`src/design/xbps_pkg.sv`:
```
// constants for the on-chip peripheral bus select and decode block
package xbps_pkg;
    localparam int unsigned ADDR_W      = 24;
    localparam int unsigned SEL_W       = 11;
    // axi byte addresses of the registers
    localparam logic [15:0] OFS_SELECT  = 16'h0000;
    localparam logic [15:0] OFS_STATUS  = 16'h0004;
    localparam logic [15:0] OFS_WINDOW  = 16'hF01C;
    localparam logic [15:0] WINDOW_RST  = 16'h800B;
    localparam logic [15:0] SELECT_RST  = 16'h0000;
    // select bit positions
    localparam int unsigned B_FIRST_CAN_CONTROLLER      = 0;
    localparam int unsigned B_SECOND_CAN_CONTROLLER      = 1;
    localparam int unsigned B_RAM1      = 2;
    localparam int unsigned B_RAM2      = 3;
    localparam int unsigned B_CLOCK     = 4;
    localparam int unsigned B_PWM       = 6;
    localparam int unsigned B_ASYNC     = 7;
    localparam int unsigned B_SYNC      = 8;
    localparam int unsigned B_TWOWIRE   = 9;
    localparam int unsigned B_MISC      = 10;
    // writable select bits: 15:11 and 5 reserved
    localparam logic [15:0] SELECT_MASK = 16'h07DF;
    // shared group: every unit except the two ram blocks
    localparam logic [10:0] SHARED_MASK = 11'h7D3;
    // window register fields
    localparam int unsigned START_LSB   = 4;
    localparam int unsigned SIZE_MAX    = 11;
    // fixed ranges, A23..A11
    localparam logic [12:0] RAM1_BLK    = 13'h001C;
    localparam logic [12:0] SHARED_BLK  = 13'h001D;
    // status register layout
    localparam int unsigned ST_GLOBAL   = 16;
    localparam int unsigned ST_LOCK     = 17;
    localparam logic [1:0]  RESP_OKAY   = 2'h0;
    localparam logic [1:0]  RESP_SLVERR = 2'h2;
endpackage

```
`src/design/xbps_decode.sv`:
```
// peripheral select register, ram window register and bus decode
`timescale 1ns/1ns
`default_nettype none
module xbps_decode
    import xbps_pkg::*;
#(
    parameter int unsigned AXI_ADDR_W = 16
) (
    input  wire logic                     clock,
    input  wire logic                     rst,
    // axi4-lite register port
    input  wire logic [AXI_ADDR_W-1:0]    s_axi_awaddr,
    input  wire logic                     s_axi_awvalid,
    output logic                          s_axi_awready,
    input  wire logic [31:0]              s_axi_wdata,
    input  wire logic [3:0]               s_axi_wstrb,
    input  wire logic                     s_axi_wvalid,
    output logic                          s_axi_wready,
    output logic [1:0]                    s_axi_bresp,
    output logic                          s_axi_bvalid,
    input  wire logic                     s_axi_bready,
    input  wire logic [AXI_ADDR_W-1:0]    s_axi_araddr,
    input  wire logic                     s_axi_arvalid,
    output logic                          s_axi_arready,
    output logic [31:0]                   s_axi_rdata,
    output logic [1:0]                    s_axi_rresp,
    output logic                          s_axi_rvalid,
    input  wire logic                     s_axi_rready,
    // core side
    input  wire logic                     onchip_bus_global_enable,
    input  wire logic                     end_of_init_instruction,
    input  wire logic                     acc_valid,
    input  wire logic [xbps_pkg::ADDR_W-1:0] acc_addr,
    // decode result, one cycle after acc_valid
    output logic                          dec_valid,
    output logic [xbps_pkg::SEL_W-1:0]    dec_claim,
    output logic                          dec_external,
    output logic                          dec_unclaimed,
    // ownership of pins and interrupts
    output logic [xbps_pkg::SEL_W-1:0]    unit_active,
    output logic                          misc_access_ok,
    output logic                          first_can_pins_claim,
    output logic                          second_can_pins_claim
);
    import xbps_pkg::*;

    // the register offsets are 16 bits wide, so a narrower bus cannot reach them
    if (AXI_ADDR_W < 16) begin : g_addr_check
        $error("AXI_ADDR_W must be at least 16");
    end

    function automatic logic [11:0] start_mask(input logic [3:0] size);
        start_mask = 12'hFFF << size;
    endfunction

    logic [15:0]       select_reg;
    logic [15:0]       window_reg;
    logic [SEL_W-1:0]  active_reg;
    logic              global_q_reg;
    logic              lock_reg;
    logic              aw_held_reg;
    logic              w_held_reg;
    logic [AXI_ADDR_W-1:0] awaddr_reg;
    logic [31:0]       wdata_reg;
    logic [3:0]        wstrb_reg;
    logic              bvalid_reg;
    logic [1:0]        bresp_reg;
    logic              rvalid_reg;
    logic [31:0]       rdata_reg;
    logic [1:0]        rresp_reg;
    logic              dvalid_reg;
    logic [SEL_W-1:0]  claim_reg;
    logic              ext_reg;
    logic              void_reg;

    // ---------------- axi write path ----------------
    wire aw_take  = s_axi_awvalid && s_axi_awready;
    wire w_take   = s_axi_wvalid && s_axi_wready;
    wire aw_have  = aw_held_reg || aw_take;
    wire w_have   = w_held_reg || w_take;
    wire wr_fire  = aw_have && w_have && !bvalid_reg;
    wire [AXI_ADDR_W-1:0] wr_addr = aw_held_reg ? awaddr_reg : s_axi_awaddr;
    wire [31:0]   wr_data = w_held_reg ? wdata_reg : s_axi_wdata;
    wire [3:0]    wr_strb = w_held_reg ? wstrb_reg : s_axi_wstrb;
    wire [15:0]   wr_ofs  = wr_addr[15:0];
    wire          hi_ok   = (wr_addr >> 16) == '0;
    wire          wr_sel  = wr_fire && hi_ok && wr_ofs == OFS_SELECT;
    wire          wr_win  = wr_fire && hi_ok && wr_ofs == OFS_WINDOW;
    wire          wr_stat = wr_fire && hi_ok && wr_ofs == OFS_STATUS;
    wire          wr_map  = wr_sel || wr_win || wr_stat;
    wire [15:0]   lane    = {{8{wr_strb[1]}}, {8{wr_strb[0]}}};

    assign s_axi_awready = !aw_held_reg && !bvalid_reg;
    assign s_axi_wready  = !w_held_reg && !bvalid_reg;
    assign s_axi_bvalid  = bvalid_reg;
    assign s_axi_bresp   = bresp_reg;

    wire [15:0] select_next = (select_reg & ~lane) | (wr_data[15:0] & lane & SELECT_MASK);
    // once locked the window keeps its value; the write is still answered okay
    wire        win_wr_ok   = wr_win && !lock_reg && !end_of_init_instruction;
    wire [15:0] window_next = (window_reg & ~lane) | (wr_data[15:0] & lane);

    always_ff @(posedge clock) begin
        if (rst) begin
            aw_held_reg <= 1'b0;
            w_held_reg  <= 1'b0;
            awaddr_reg  <= '0;
            wdata_reg   <= '0;
            wstrb_reg   <= '0;
            bvalid_reg  <= 1'b0;
            bresp_reg   <= RESP_OKAY;
        end else begin
            aw_held_reg <= aw_have && !wr_fire;
            w_held_reg  <= w_have && !wr_fire;
            if (aw_take) begin
                awaddr_reg <= s_axi_awaddr;
            end
            if (w_take) begin
                wdata_reg <= s_axi_wdata;
                wstrb_reg <= s_axi_wstrb;
            end
            if (wr_fire) begin
                bvalid_reg <= 1'b1;
                bresp_reg  <= wr_map ? RESP_OKAY : RESP_SLVERR;
            end else if (s_axi_bready) begin
                bvalid_reg <= 1'b0;
            end
        end
    end

    always_ff @(posedge clock) begin
        if (rst) begin
            select_reg <= SELECT_RST;
            window_reg <= WINDOW_RST;
            lock_reg   <= 1'b0;
        end else begin
            if (wr_sel) begin
                select_reg <= select_next;
            end
            if (win_wr_ok) begin
                window_reg <= window_next;
            end
            if (end_of_init_instruction) begin
                lock_reg <= 1'b1;
            end
        end
    end

    // ---------------- enable snapshot ----------------
    // units count only if selected when the global enable rises; later select
    // writes do not move ranges that the core already treats as occupied
    wire global_rise = onchip_bus_global_enable && !global_q_reg;

    always_ff @(posedge clock) begin
        if (rst) begin
            global_q_reg <= 1'b0;
            active_reg   <= '0;
        end else begin
            global_q_reg <= onchip_bus_global_enable;
            if (!onchip_bus_global_enable) begin
                active_reg <= '0;
            end else if (global_rise) begin
                active_reg <= select_reg[SEL_W-1:0];
            end
        end
    end

    assign unit_active           = active_reg;
    assign misc_access_ok        = active_reg[B_MISC];
    assign first_can_pins_claim  = active_reg[B_FIRST_CAN_CONTROLLER];
    assign second_can_pins_claim = active_reg[B_SECOND_CAN_CONTROLLER];

    // ---------------- axi read path ----------------
    wire [15:0] rd_ofs  = s_axi_araddr[15:0];
    wire        rd_hi   = (s_axi_araddr >> 16) == '0;
    wire [31:0] status  = {14'h0000, lock_reg, onchip_bus_global_enable,
                           5'h00, active_reg};
    wire        rd_sel  = rd_hi && rd_ofs == OFS_SELECT;
    wire        rd_win  = rd_hi && rd_ofs == OFS_WINDOW;
    wire        rd_stat = rd_hi && rd_ofs == OFS_STATUS;
    wire [31:0] rd_val  = rd_sel  ? {16'h0000, select_reg} :
                          rd_win  ? {16'h0000, window_reg} :
                          rd_stat ? status : 32'h0000_0000;

    assign s_axi_arready = !rvalid_reg;
    assign s_axi_rvalid  = rvalid_reg;
    assign s_axi_rdata   = rdata_reg;
    assign s_axi_rresp   = rresp_reg;

    always_ff @(posedge clock) begin
        if (rst) begin
            rvalid_reg <= 1'b0;
            rdata_reg  <= '0;
            rresp_reg  <= RESP_OKAY;
        end else if (s_axi_arvalid && s_axi_arready) begin
            rvalid_reg <= 1'b1;
            rdata_reg  <= rd_val;
            rresp_reg  <= (rd_sel || rd_win || rd_stat) ? RESP_OKAY : RESP_SLVERR;
        end else if (s_axi_rready) begin
            rvalid_reg <= 1'b0;
        end
    end

    // ---------------- address decode ----------------
    wire [3:0]  win_size  = window_reg[3:0];
    wire [11:0] win_start = window_reg[15:START_LSB];
    wire [11:0] win_mask  = start_mask(win_size);
    wire        size_ok   = win_size <= SIZE_MAX[3:0];
    wire        win_hit   = acc_addr[23:20] == 4'h0 && size_ok
                            && ((acc_addr[19:8] ^ win_start) & win_mask) == 12'h000;
    wire        in_ram1   = acc_addr[23:11] == RAM1_BLK;
    wire        in_shared = acc_addr[23:11] == SHARED_BLK;
    // shared range carved into eight 256-byte slots, one per unit
    wire [2:0]  slot      = acc_addr[10:8];
    wire [SEL_W-1:0] slot_unit =
        slot == 3'd0 ? SEL_W'(1) << B_FIRST_CAN_CONTROLLER    :
        slot == 3'd1 ? SEL_W'(1) << B_SECOND_CAN_CONTROLLER    :
        slot == 3'd2 ? SEL_W'(1) << B_ASYNC   :
        slot == 3'd3 ? SEL_W'(1) << B_SYNC    :
        slot == 3'd4 ? SEL_W'(1) << B_TWOWIRE :
        slot == 3'd5 ? SEL_W'(1) << B_PWM     :
        slot == 3'd6 ? SEL_W'(1) << B_CLOCK   : SEL_W'(1) << B_MISC;
    wire        group_on  = (active_reg & SHARED_MASK) != '0;
    wire [SEL_W-1:0] shared_claim = slot_unit & active_reg;
    wire        ram1_on   = active_reg[B_RAM1];
    wire        ram2_on   = active_reg[B_RAM2];

    logic [SEL_W-1:0] claim_next;
    logic             ext_next;
    logic             void_next;

    always_comb begin
        claim_next = '0;
        ext_next   = 1'b0;
        void_next  = 1'b0;
        if (in_ram1) begin
            claim_next[B_RAM1] = ram1_on;
            ext_next           = !ram1_on;
        end else if (in_shared) begin
            // units of one group share a bus config pair: with any unit on,
            // the range stays internal and a disabled slot reaches no one
            claim_next = shared_claim;
            ext_next   = !group_on;
            void_next  = group_on && shared_claim == '0;
        end else if (win_hit) begin
            claim_next[B_RAM2] = ram2_on;
            ext_next           = !ram2_on;
        end else begin
            ext_next = 1'b1;
        end
    end

    always_ff @(posedge clock) begin
        if (rst) begin
            dvalid_reg <= 1'b0;
            claim_reg  <= '0;
            ext_reg    <= 1'b0;
            void_reg   <= 1'b0;
        end else begin
            dvalid_reg <= acc_valid;
            claim_reg  <= acc_valid ? claim_next : '0;
            ext_reg    <= acc_valid && ext_next;
            void_reg   <= acc_valid && void_next;
        end
    end

    assign dec_valid     = dvalid_reg;
    assign dec_claim     = claim_reg;
    assign dec_external  = ext_reg;
    assign dec_unclaimed = void_reg;

    // ---------------- checks ----------------
    a_window_locked: assert property (@(posedge clock) disable iff (rst)
        lock_reg |=> $stable(window_reg))
        else $error("window register changed after end of init");

    a_shared_external: assert property (@(posedge clock) disable iff (rst)
        acc_valid && in_shared
        |=> dec_external == $past((active_reg & SHARED_MASK) == '0))
        else $error("shared range external decision wrong");

    a_ram1_redirect: assert property (@(posedge clock) disable iff (rst)
        acc_valid && acc_addr[23:11] == 13'h001C && !active_reg[B_RAM1]
        |=> dec_external && dec_claim == '0)
        else $error("first ram range not sent external");

    a_ram2_enabled: assert property (@(posedge clock) disable iff (rst)
        acc_valid && !in_ram1 && !in_shared && win_hit
        |=> dec_claim[B_RAM2] == !dec_external)
        else $error("second ram window claim and external disagree");

    a_window_upper: assert property (@(posedge clock) disable iff (rst)
        acc_valid && acc_addr[23:20] != 4'h0 && !in_ram1 && !in_shared
        |=> dec_external)
        else $error("window hit above first megabyte");

    a_size_reserved: assert property (@(posedge clock) disable iff (rst)
        acc_valid && window_reg[3:2] == 2'b11 && !in_ram1 && !in_shared
        |=> !dec_claim[B_RAM2])
        else $error("reserved size code produced a hit");

    a_snapshot_hold: assert property (@(posedge clock) disable iff (rst)
        onchip_bus_global_enable && global_q_reg ##1 onchip_bus_global_enable
        |-> $stable(active_reg))
        else $error("active units changed while bus enabled");

    a_can_pins: assert property (@(posedge clock) disable iff (rst)
        !select_reg[B_SECOND_CAN_CONTROLLER] && global_rise |=> !second_can_pins_claim)
        else $error("unselected second can claimed pins");

    a_misc_gate: assert property (@(posedge clock) disable iff (rst)
        !onchip_bus_global_enable |=> !misc_access_ok)
        else $error("misc reachable without global enable");

    a_reserved_bits: assert property (@(posedge clock) disable iff (rst)
        wr_sel |=> (select_reg & ~SELECT_MASK) == 16'h0000)
        else $error("reserved select bits stored");

    a_bvalid_hold: assert property (@(posedge clock) disable iff (rst)
        s_axi_bvalid && !s_axi_bready |=> s_axi_bvalid && $stable(s_axi_bresp))
        else $error("write response dropped before taken");

    a_read_hold: assert property (@(posedge clock) disable iff (rst)
        s_axi_rvalid && !s_axi_rready
        |=> s_axi_rvalid && $stable(s_axi_rdata) && $stable(s_axi_rresp))
        else $error("read data dropped before taken");

    a_ram1_claim: assert property (@(posedge clock) disable iff (rst)
        acc_valid && in_ram1 && active_reg[B_RAM1]
        |=> !dec_external && dec_claim == (SEL_W'(1) << B_RAM1))
        else $error("enabled first ram not claimed");

    a_shared_void: assert property (@(posedge clock) disable iff (rst)
        acc_valid && in_shared && group_on && shared_claim == '0
        |=> dec_unclaimed && !dec_external && dec_claim == '0)
        else $error("disabled unit in active group sent external");
endmodule // xbps_decode
`default_nettype wire

```
`config.mk`:
```
export PLATFORM = sky130hd
export DESIGN_NAME = xbps_decode
export DESIGN_NICKNAME = d
export VERILOG_FILES = /design/src/design/xbps_pkg.sv /design/src/design/xbps_decode.sv
export SDC_FILE = /design/constraint.sdc
export NUM_CORES = 1
export LEC_CHECK = 0
export ABC_AREA = 0
export ABC_CLOCK_PERIOD_IN_PS = 4900
export BUFFER_PORTS_ARGS = -buffer_cell sky130_fd_sc_hd__clkbuf_2
export CORE_MARGIN = 5
export CORE_UTILIZATION = 55
export CTS_CLUSTER_SIZE = 28
export DETAILED_ROUTE_END_ITERATION = 8
export GPL_ROUTABILITY_DRIVEN = 0
export GPL_TIMING_DRIVEN = 0
export PLACE_DENSITY = 0.86
export SLEW_MARGIN = 10
export SYNTH_ARGS = -nofsm -noshare
export SYNTH_HDL_FRONTEND = slang
export SYNTH_SLANG_ARGS = --single-unit
```
`constraint.sdc`:
```
create_clock -name clock -period 4.9 [get_ports clock]
set_clock_uncertainty 0.2 [all_clocks]
set_input_delay 0.49 -clock clock [delete_from_list [all_inputs] [get_ports clock]]
set_output_delay 0.49 -clock clock [all_outputs]
set_load 0.02 [all_outputs]
```
# == Word level (Yosys, flattened, before mapping) ==
# Index checks and enable logic that the tools add are counted.
# op_classes
addsub,0
multipliers,0
n_div,0
n_lt_le_gt_ge,1
n_eq_ne,12
n_shift,1
n_mux,28
bitwise,12
reduce_logical,50
# op_table
cell,n
$mux W11,7
$mux W18,3
$and A16 B16 Y16,3
$eq A16 B16 Y1 const B,2
$eq A16 B3 Y1 const B,2
$logic_not A16 Y1,2
$mux W16,2
$eq A13 B5 Y1 const B,2
$logic_and A1 B1 Y1,20
$not A16 Y16,1
$or A16 B11 Y16,1
$or A16 B16 Y16,1
$and A12 B12 Y12,1
$logic_not A12 Y1,1
$mux W1,12
$shl A12 B4 Y12 const A,1
$xor A12 B12 Y12,1
$and A11 B11 Y11,1
$logic_not A1 Y1,11
$logic_not A11 Y1,1
$reduce_bool A11 Y1,1
$eq A3 B3 Y1 const B,3
$eq A3 B2 Y1 const B,2
$logic_or A1 B1 Y1,6
other kinds (11),17
# totals
register_bits,133
latch_bits,0
mem_bits_rw,0
rom_bits,0
inputBits,102
wordCells,125
n_memories,0

# == Logic depth before layout (Yosys ltp) ==
# logic_depth
depth_word,14
ltp_mapped,8
depth_no_buf,6

# == Worst setup path before layout ==
# OpenSTA, ideal clock, no wires.
# synth_path
path_kind,input-to-reg
startpoint,input port s_axi_awaddr[9]
endpoint,register with a tool-made name
setup_ns,0.123
t_arrival_ns,2.115
required_ns,4.577
path_slack_ns,2.462
path_stages,6
path_cell_list,or4_1 -> o22a_1 -> nor3_4 -> and2_1 -> buf_6 -> mux2_1
# synth_lines
element,line_no,text
from (decl),xbps_decode.sv:12,"input wire logic [AXI_ADDR_W-1:0] s_axi_awaddr,"

==> results.json <==
{
  "synth.distinct_cells": 56,
  "slew-limit-headroom_pct": 46.1,
  "synth_area_per_cell_um2": 8.77,
  "pwr-share-seq_pct": 39.1,
  "clk_pin_slew_ns": 0.06,
  "grt_use_total_pct": 26.1,
  "synth_seq_area_share_pct": 44.6,
  "drive_gt1_share_pct": 25.5,
  "antenna_cells": 0,
  "vias_per_cell": 5.61,
  "endpoint_kind": "flop",
  "hp-class": "in -> reg",
  "rows": 35,
  "cts_buffer_depth": 2,
  "grt-ovfl-total": 0,
  "worstHoldStart": "s_axi_wdata[11]",
  "ys_seq_elements": 116,
  "grt_pass1_vias": 5039,
  "io_pins": 171,
  "critPathMaxStageDelay_ns": 0.54,
  "async_flop_share_pct": 0,
  "antenna_found_initial": 0,
  "cts_made_buffers": 17,
  "drv_cap": 0,
  "synthToLayoutAreaGrowth_pct": 30.7,
  "finalPower_w": 0.00255,
  "fin_util_pct": 73.7,
  "synthFlopType": "dfxtp_1",
  "drt_pass1_iterations": 6,
  "synth_cells": 594,
  "swShare_pct": 23.9,
  "path_buf_inv": 3,
  "switching_power_w": 0.000610,
  "ff2ff_setup_slack_ns": 2.41,
  "outcome": "finished clean",
  "reg2reg_from": "aw_held_reg",
  "hpwl_um": 10900,
  "hold_violations": 0,
  "drt_first_iter_violations": 426,
  "setup_tns_ns": 0,
  "netlist_area_um2": 5210,
  "final_nets": 869,
  "crit_family": "simple AND/OR/NAND/NOR gates",
  "ir_drop_mv": 0.194,
  "clk_root_buffer_cell": "clkbuf_8",
  "final_cell_mix": "124 x clkbuf_2, 116 x dfxtp_1, 87 x nand2_1, 59 x nor2_1, 51 x a21oi_1",
  "grt_setup_unrepaired": "no",
  "power_density_nw_per_um2": 374,
  "final_common_cell": "clkbuf_2",
  "power.internal_w": 0.00194,
  "core_area_um2": 9240,
  "tightest_slew_ns": 0.809,
  "grt_max_degree": 17,
  "htree_levels": 4,
  "die_h_um": 107,
  "start_kind": "input pin",
  "ant_nets": 0,
  "crit_chain": "dlygate4sd3_1 > clkbuf_2 > or4_1 > o22a_1 > nor3_4 > and2_1 > buf_6 > mux2_1",
  "grt_pass1_wl_um": 23800,
  "cp.required_ns": 5.11,
  "crit_type": "in -> reg",
  "slew_violations": 0,
  "synth-edff-count": 0,
  "io_buffers": 124,
  "wl_um": 15100,
  "pwr-share-clk_pct": 50.5,
  "hold_depth": 3,
  "setup_viol": 0,
  "p_leak_nw": 2.91,
  "post_cts_resized": 0,
  "cts_tree": "yes",
  "path_max_fanout": 8,
  "fmax_mhz": 370,
  "clk_latency_ns": 0.53,
  "dieArea_um2": 11500,
  "fin_crit_sh_pct": 55.2,
  "num_vias": 5096,
  "cts_setup_buffers": 0,
  "cp_slowest_cell": "or4_1",
  "ys_warn_count": 0,
  "chipWidth_um": 107,
  "drcViolationCount": 0,
  "hold_end": "wdata_reg[11]",
  "combPwrFrac_pct": 10.4,
  "start_util_pct": 56.4,
  "r2r_cells": 6,
  "worstPathArrival_ns": 2.92,
  "post_drt_wl_per_cell_um": 16.6,
  "layout_min_cycle_time_ns": 2.71,
  "numClockSinks": 116
}
-- how the worst max path moves through the flow --
stage                    startpoint  cells after the start   end
detailed placement  s_axi_awaddr[9]                      7  flop
CTS                 s_axi_awaddr[9]                      8  flop
global route        s_axi_awaddr[9]                      8  flop
global placement    s_axi_awaddr[9]                      7  flop
floorplan           s_axi_awaddr[9]                      6  flop
finish              s_axi_awaddr[9]                      8  flop
-- tightest hold or removal path: stages --
cell and delay (ns):
clkbuf_2 0.09, nand2_1 0.05, a21oi_1 0.05
-- layout make-up --
class / count / area, um2
multi-input combinational: 431 / 2620
clock buffer: 22 / 463
fill: 654 / 2430
sequential: 116 / 2320
tap: 129 / 161
inverter: 7 / 26.3
buffer: 56 / 304
clock inverter: 10 / 153
timing repair buffer: 138 / 761
-- synthesized netlist by cell type (all sizes together) (2+ instances only) --
| cell type | count | share of area (%) |
|---|---|---|
| o22ai | 3 | 0.36 |
| clkbuf | 24 | 1.7 |
| inv | 7 | 0.50 |
| nor4 | 9 | 1.4 |
| nor2b | 21 | 2.5 |
| nor3 | 15 | 1.7 |
| nand4b | 3 | 0.50 |
| a22oi | 11 | 1.6 |
| or4 | 3 | 0.50 |
| mux2 | 16 | 3.5 |
| a211oi | 9 | 1.3 |
| a221o | 11 | 2.1 |
| xnor2 | 3 | 0.50 |
| xor2 | 9 | 1.5 |
| o22a | 2 | 0.34 |
| nand2 | 87 | 6.3 |
| nand4 | 7 | 0.84 |
| mux2i | 32 | 6.1 |
| and3 | 5 | 0.60 |
| nand2b | 2 | 0.24 |
| or3 | 2 | 0.24 |
| a21oi | 51 | 4.9 |
| a31oi | 3 | 0.36 |
| nor4b | 3 | 0.50 |
| dfxtp | 116 | 45 |
| buf | 32 | 4.1 |
| nor3b | 2 | 0.38 |
| nor2 | 60 | 4.4 |
| and4 | 2 | 0.34 |
| and2 | 10 | 1.2 |
| nand3 | 7 | 0.67 |
| and3b | 2 | 0.34 |
| a311oi | 5 | 0.84 |
| a221oi | 5 | 0.84 |
| o21ai | 3 | 0.29 |
-- layer usage --
layer,vias up,share of wire (%),GRT usage [%]
met4,0,2.1,10.8
met1,2370,41,32.0
li1,2411,-,-
met2,276,48,43.7
met5,-,0,0
met3,39,9.3,6.48
-- through the flow --
| step | std cells | setup WS (ns) | hold slack (ns) | cell area, um2 |
|---|---|---|---|---|
| floorplan | 610 | 2.46 | 0.231 | 5270 |
| finish | 909 | 2.19 | 0.00516 | 6810 |
| detailed placement | 863 | 2.22 | 0.246 | 6050 |
| global route | 909 | 2.13 | 0.0192 | 6810 |
| CTS | 909 | 2.20 | 0.000575 | 6810 |
| global placement | 863 | 2.25 | 0.240 | 6050 |
-- repair_timing --
action	CTS	global route
hold buffers	14	0
setup endpoints to repair	0	0
hold endpoints to repair	14	0
-- power by group through the flow --
| stage | Sequential, W | Combinational, W | Clock [W] |
|---|---|---|---|
| after detailed placement | 0.00101 | 0.000250 | 0 |
| after global placement | 0.00101 | 0.000244 | 0 |
| after CTS | 0.000995 | 0.000262 | 0.00129 |
| final | 0.000995 | 0.000266 | 0.00129 |
| after global routing | 0.000998 | 0.000289 | 0.00133 |
| after floorplan | 0.00102 | 0.000157 | 0 |
-- cells by family after synthesis --
| family | share of synthesized area [%] |
|---|---|
| AO/OA/AOI/OAI | 14.1 |
| AND/OR/NAND/NOR | 23.3 |
| other | 0.0720 |
| buffers and inverters | 6.34 |
| XOR/XNOR | 2.02 |
| multiplexers | 9.61 |
| flip-flops | 44.6 |
Power figures use the tool's default switching activity.
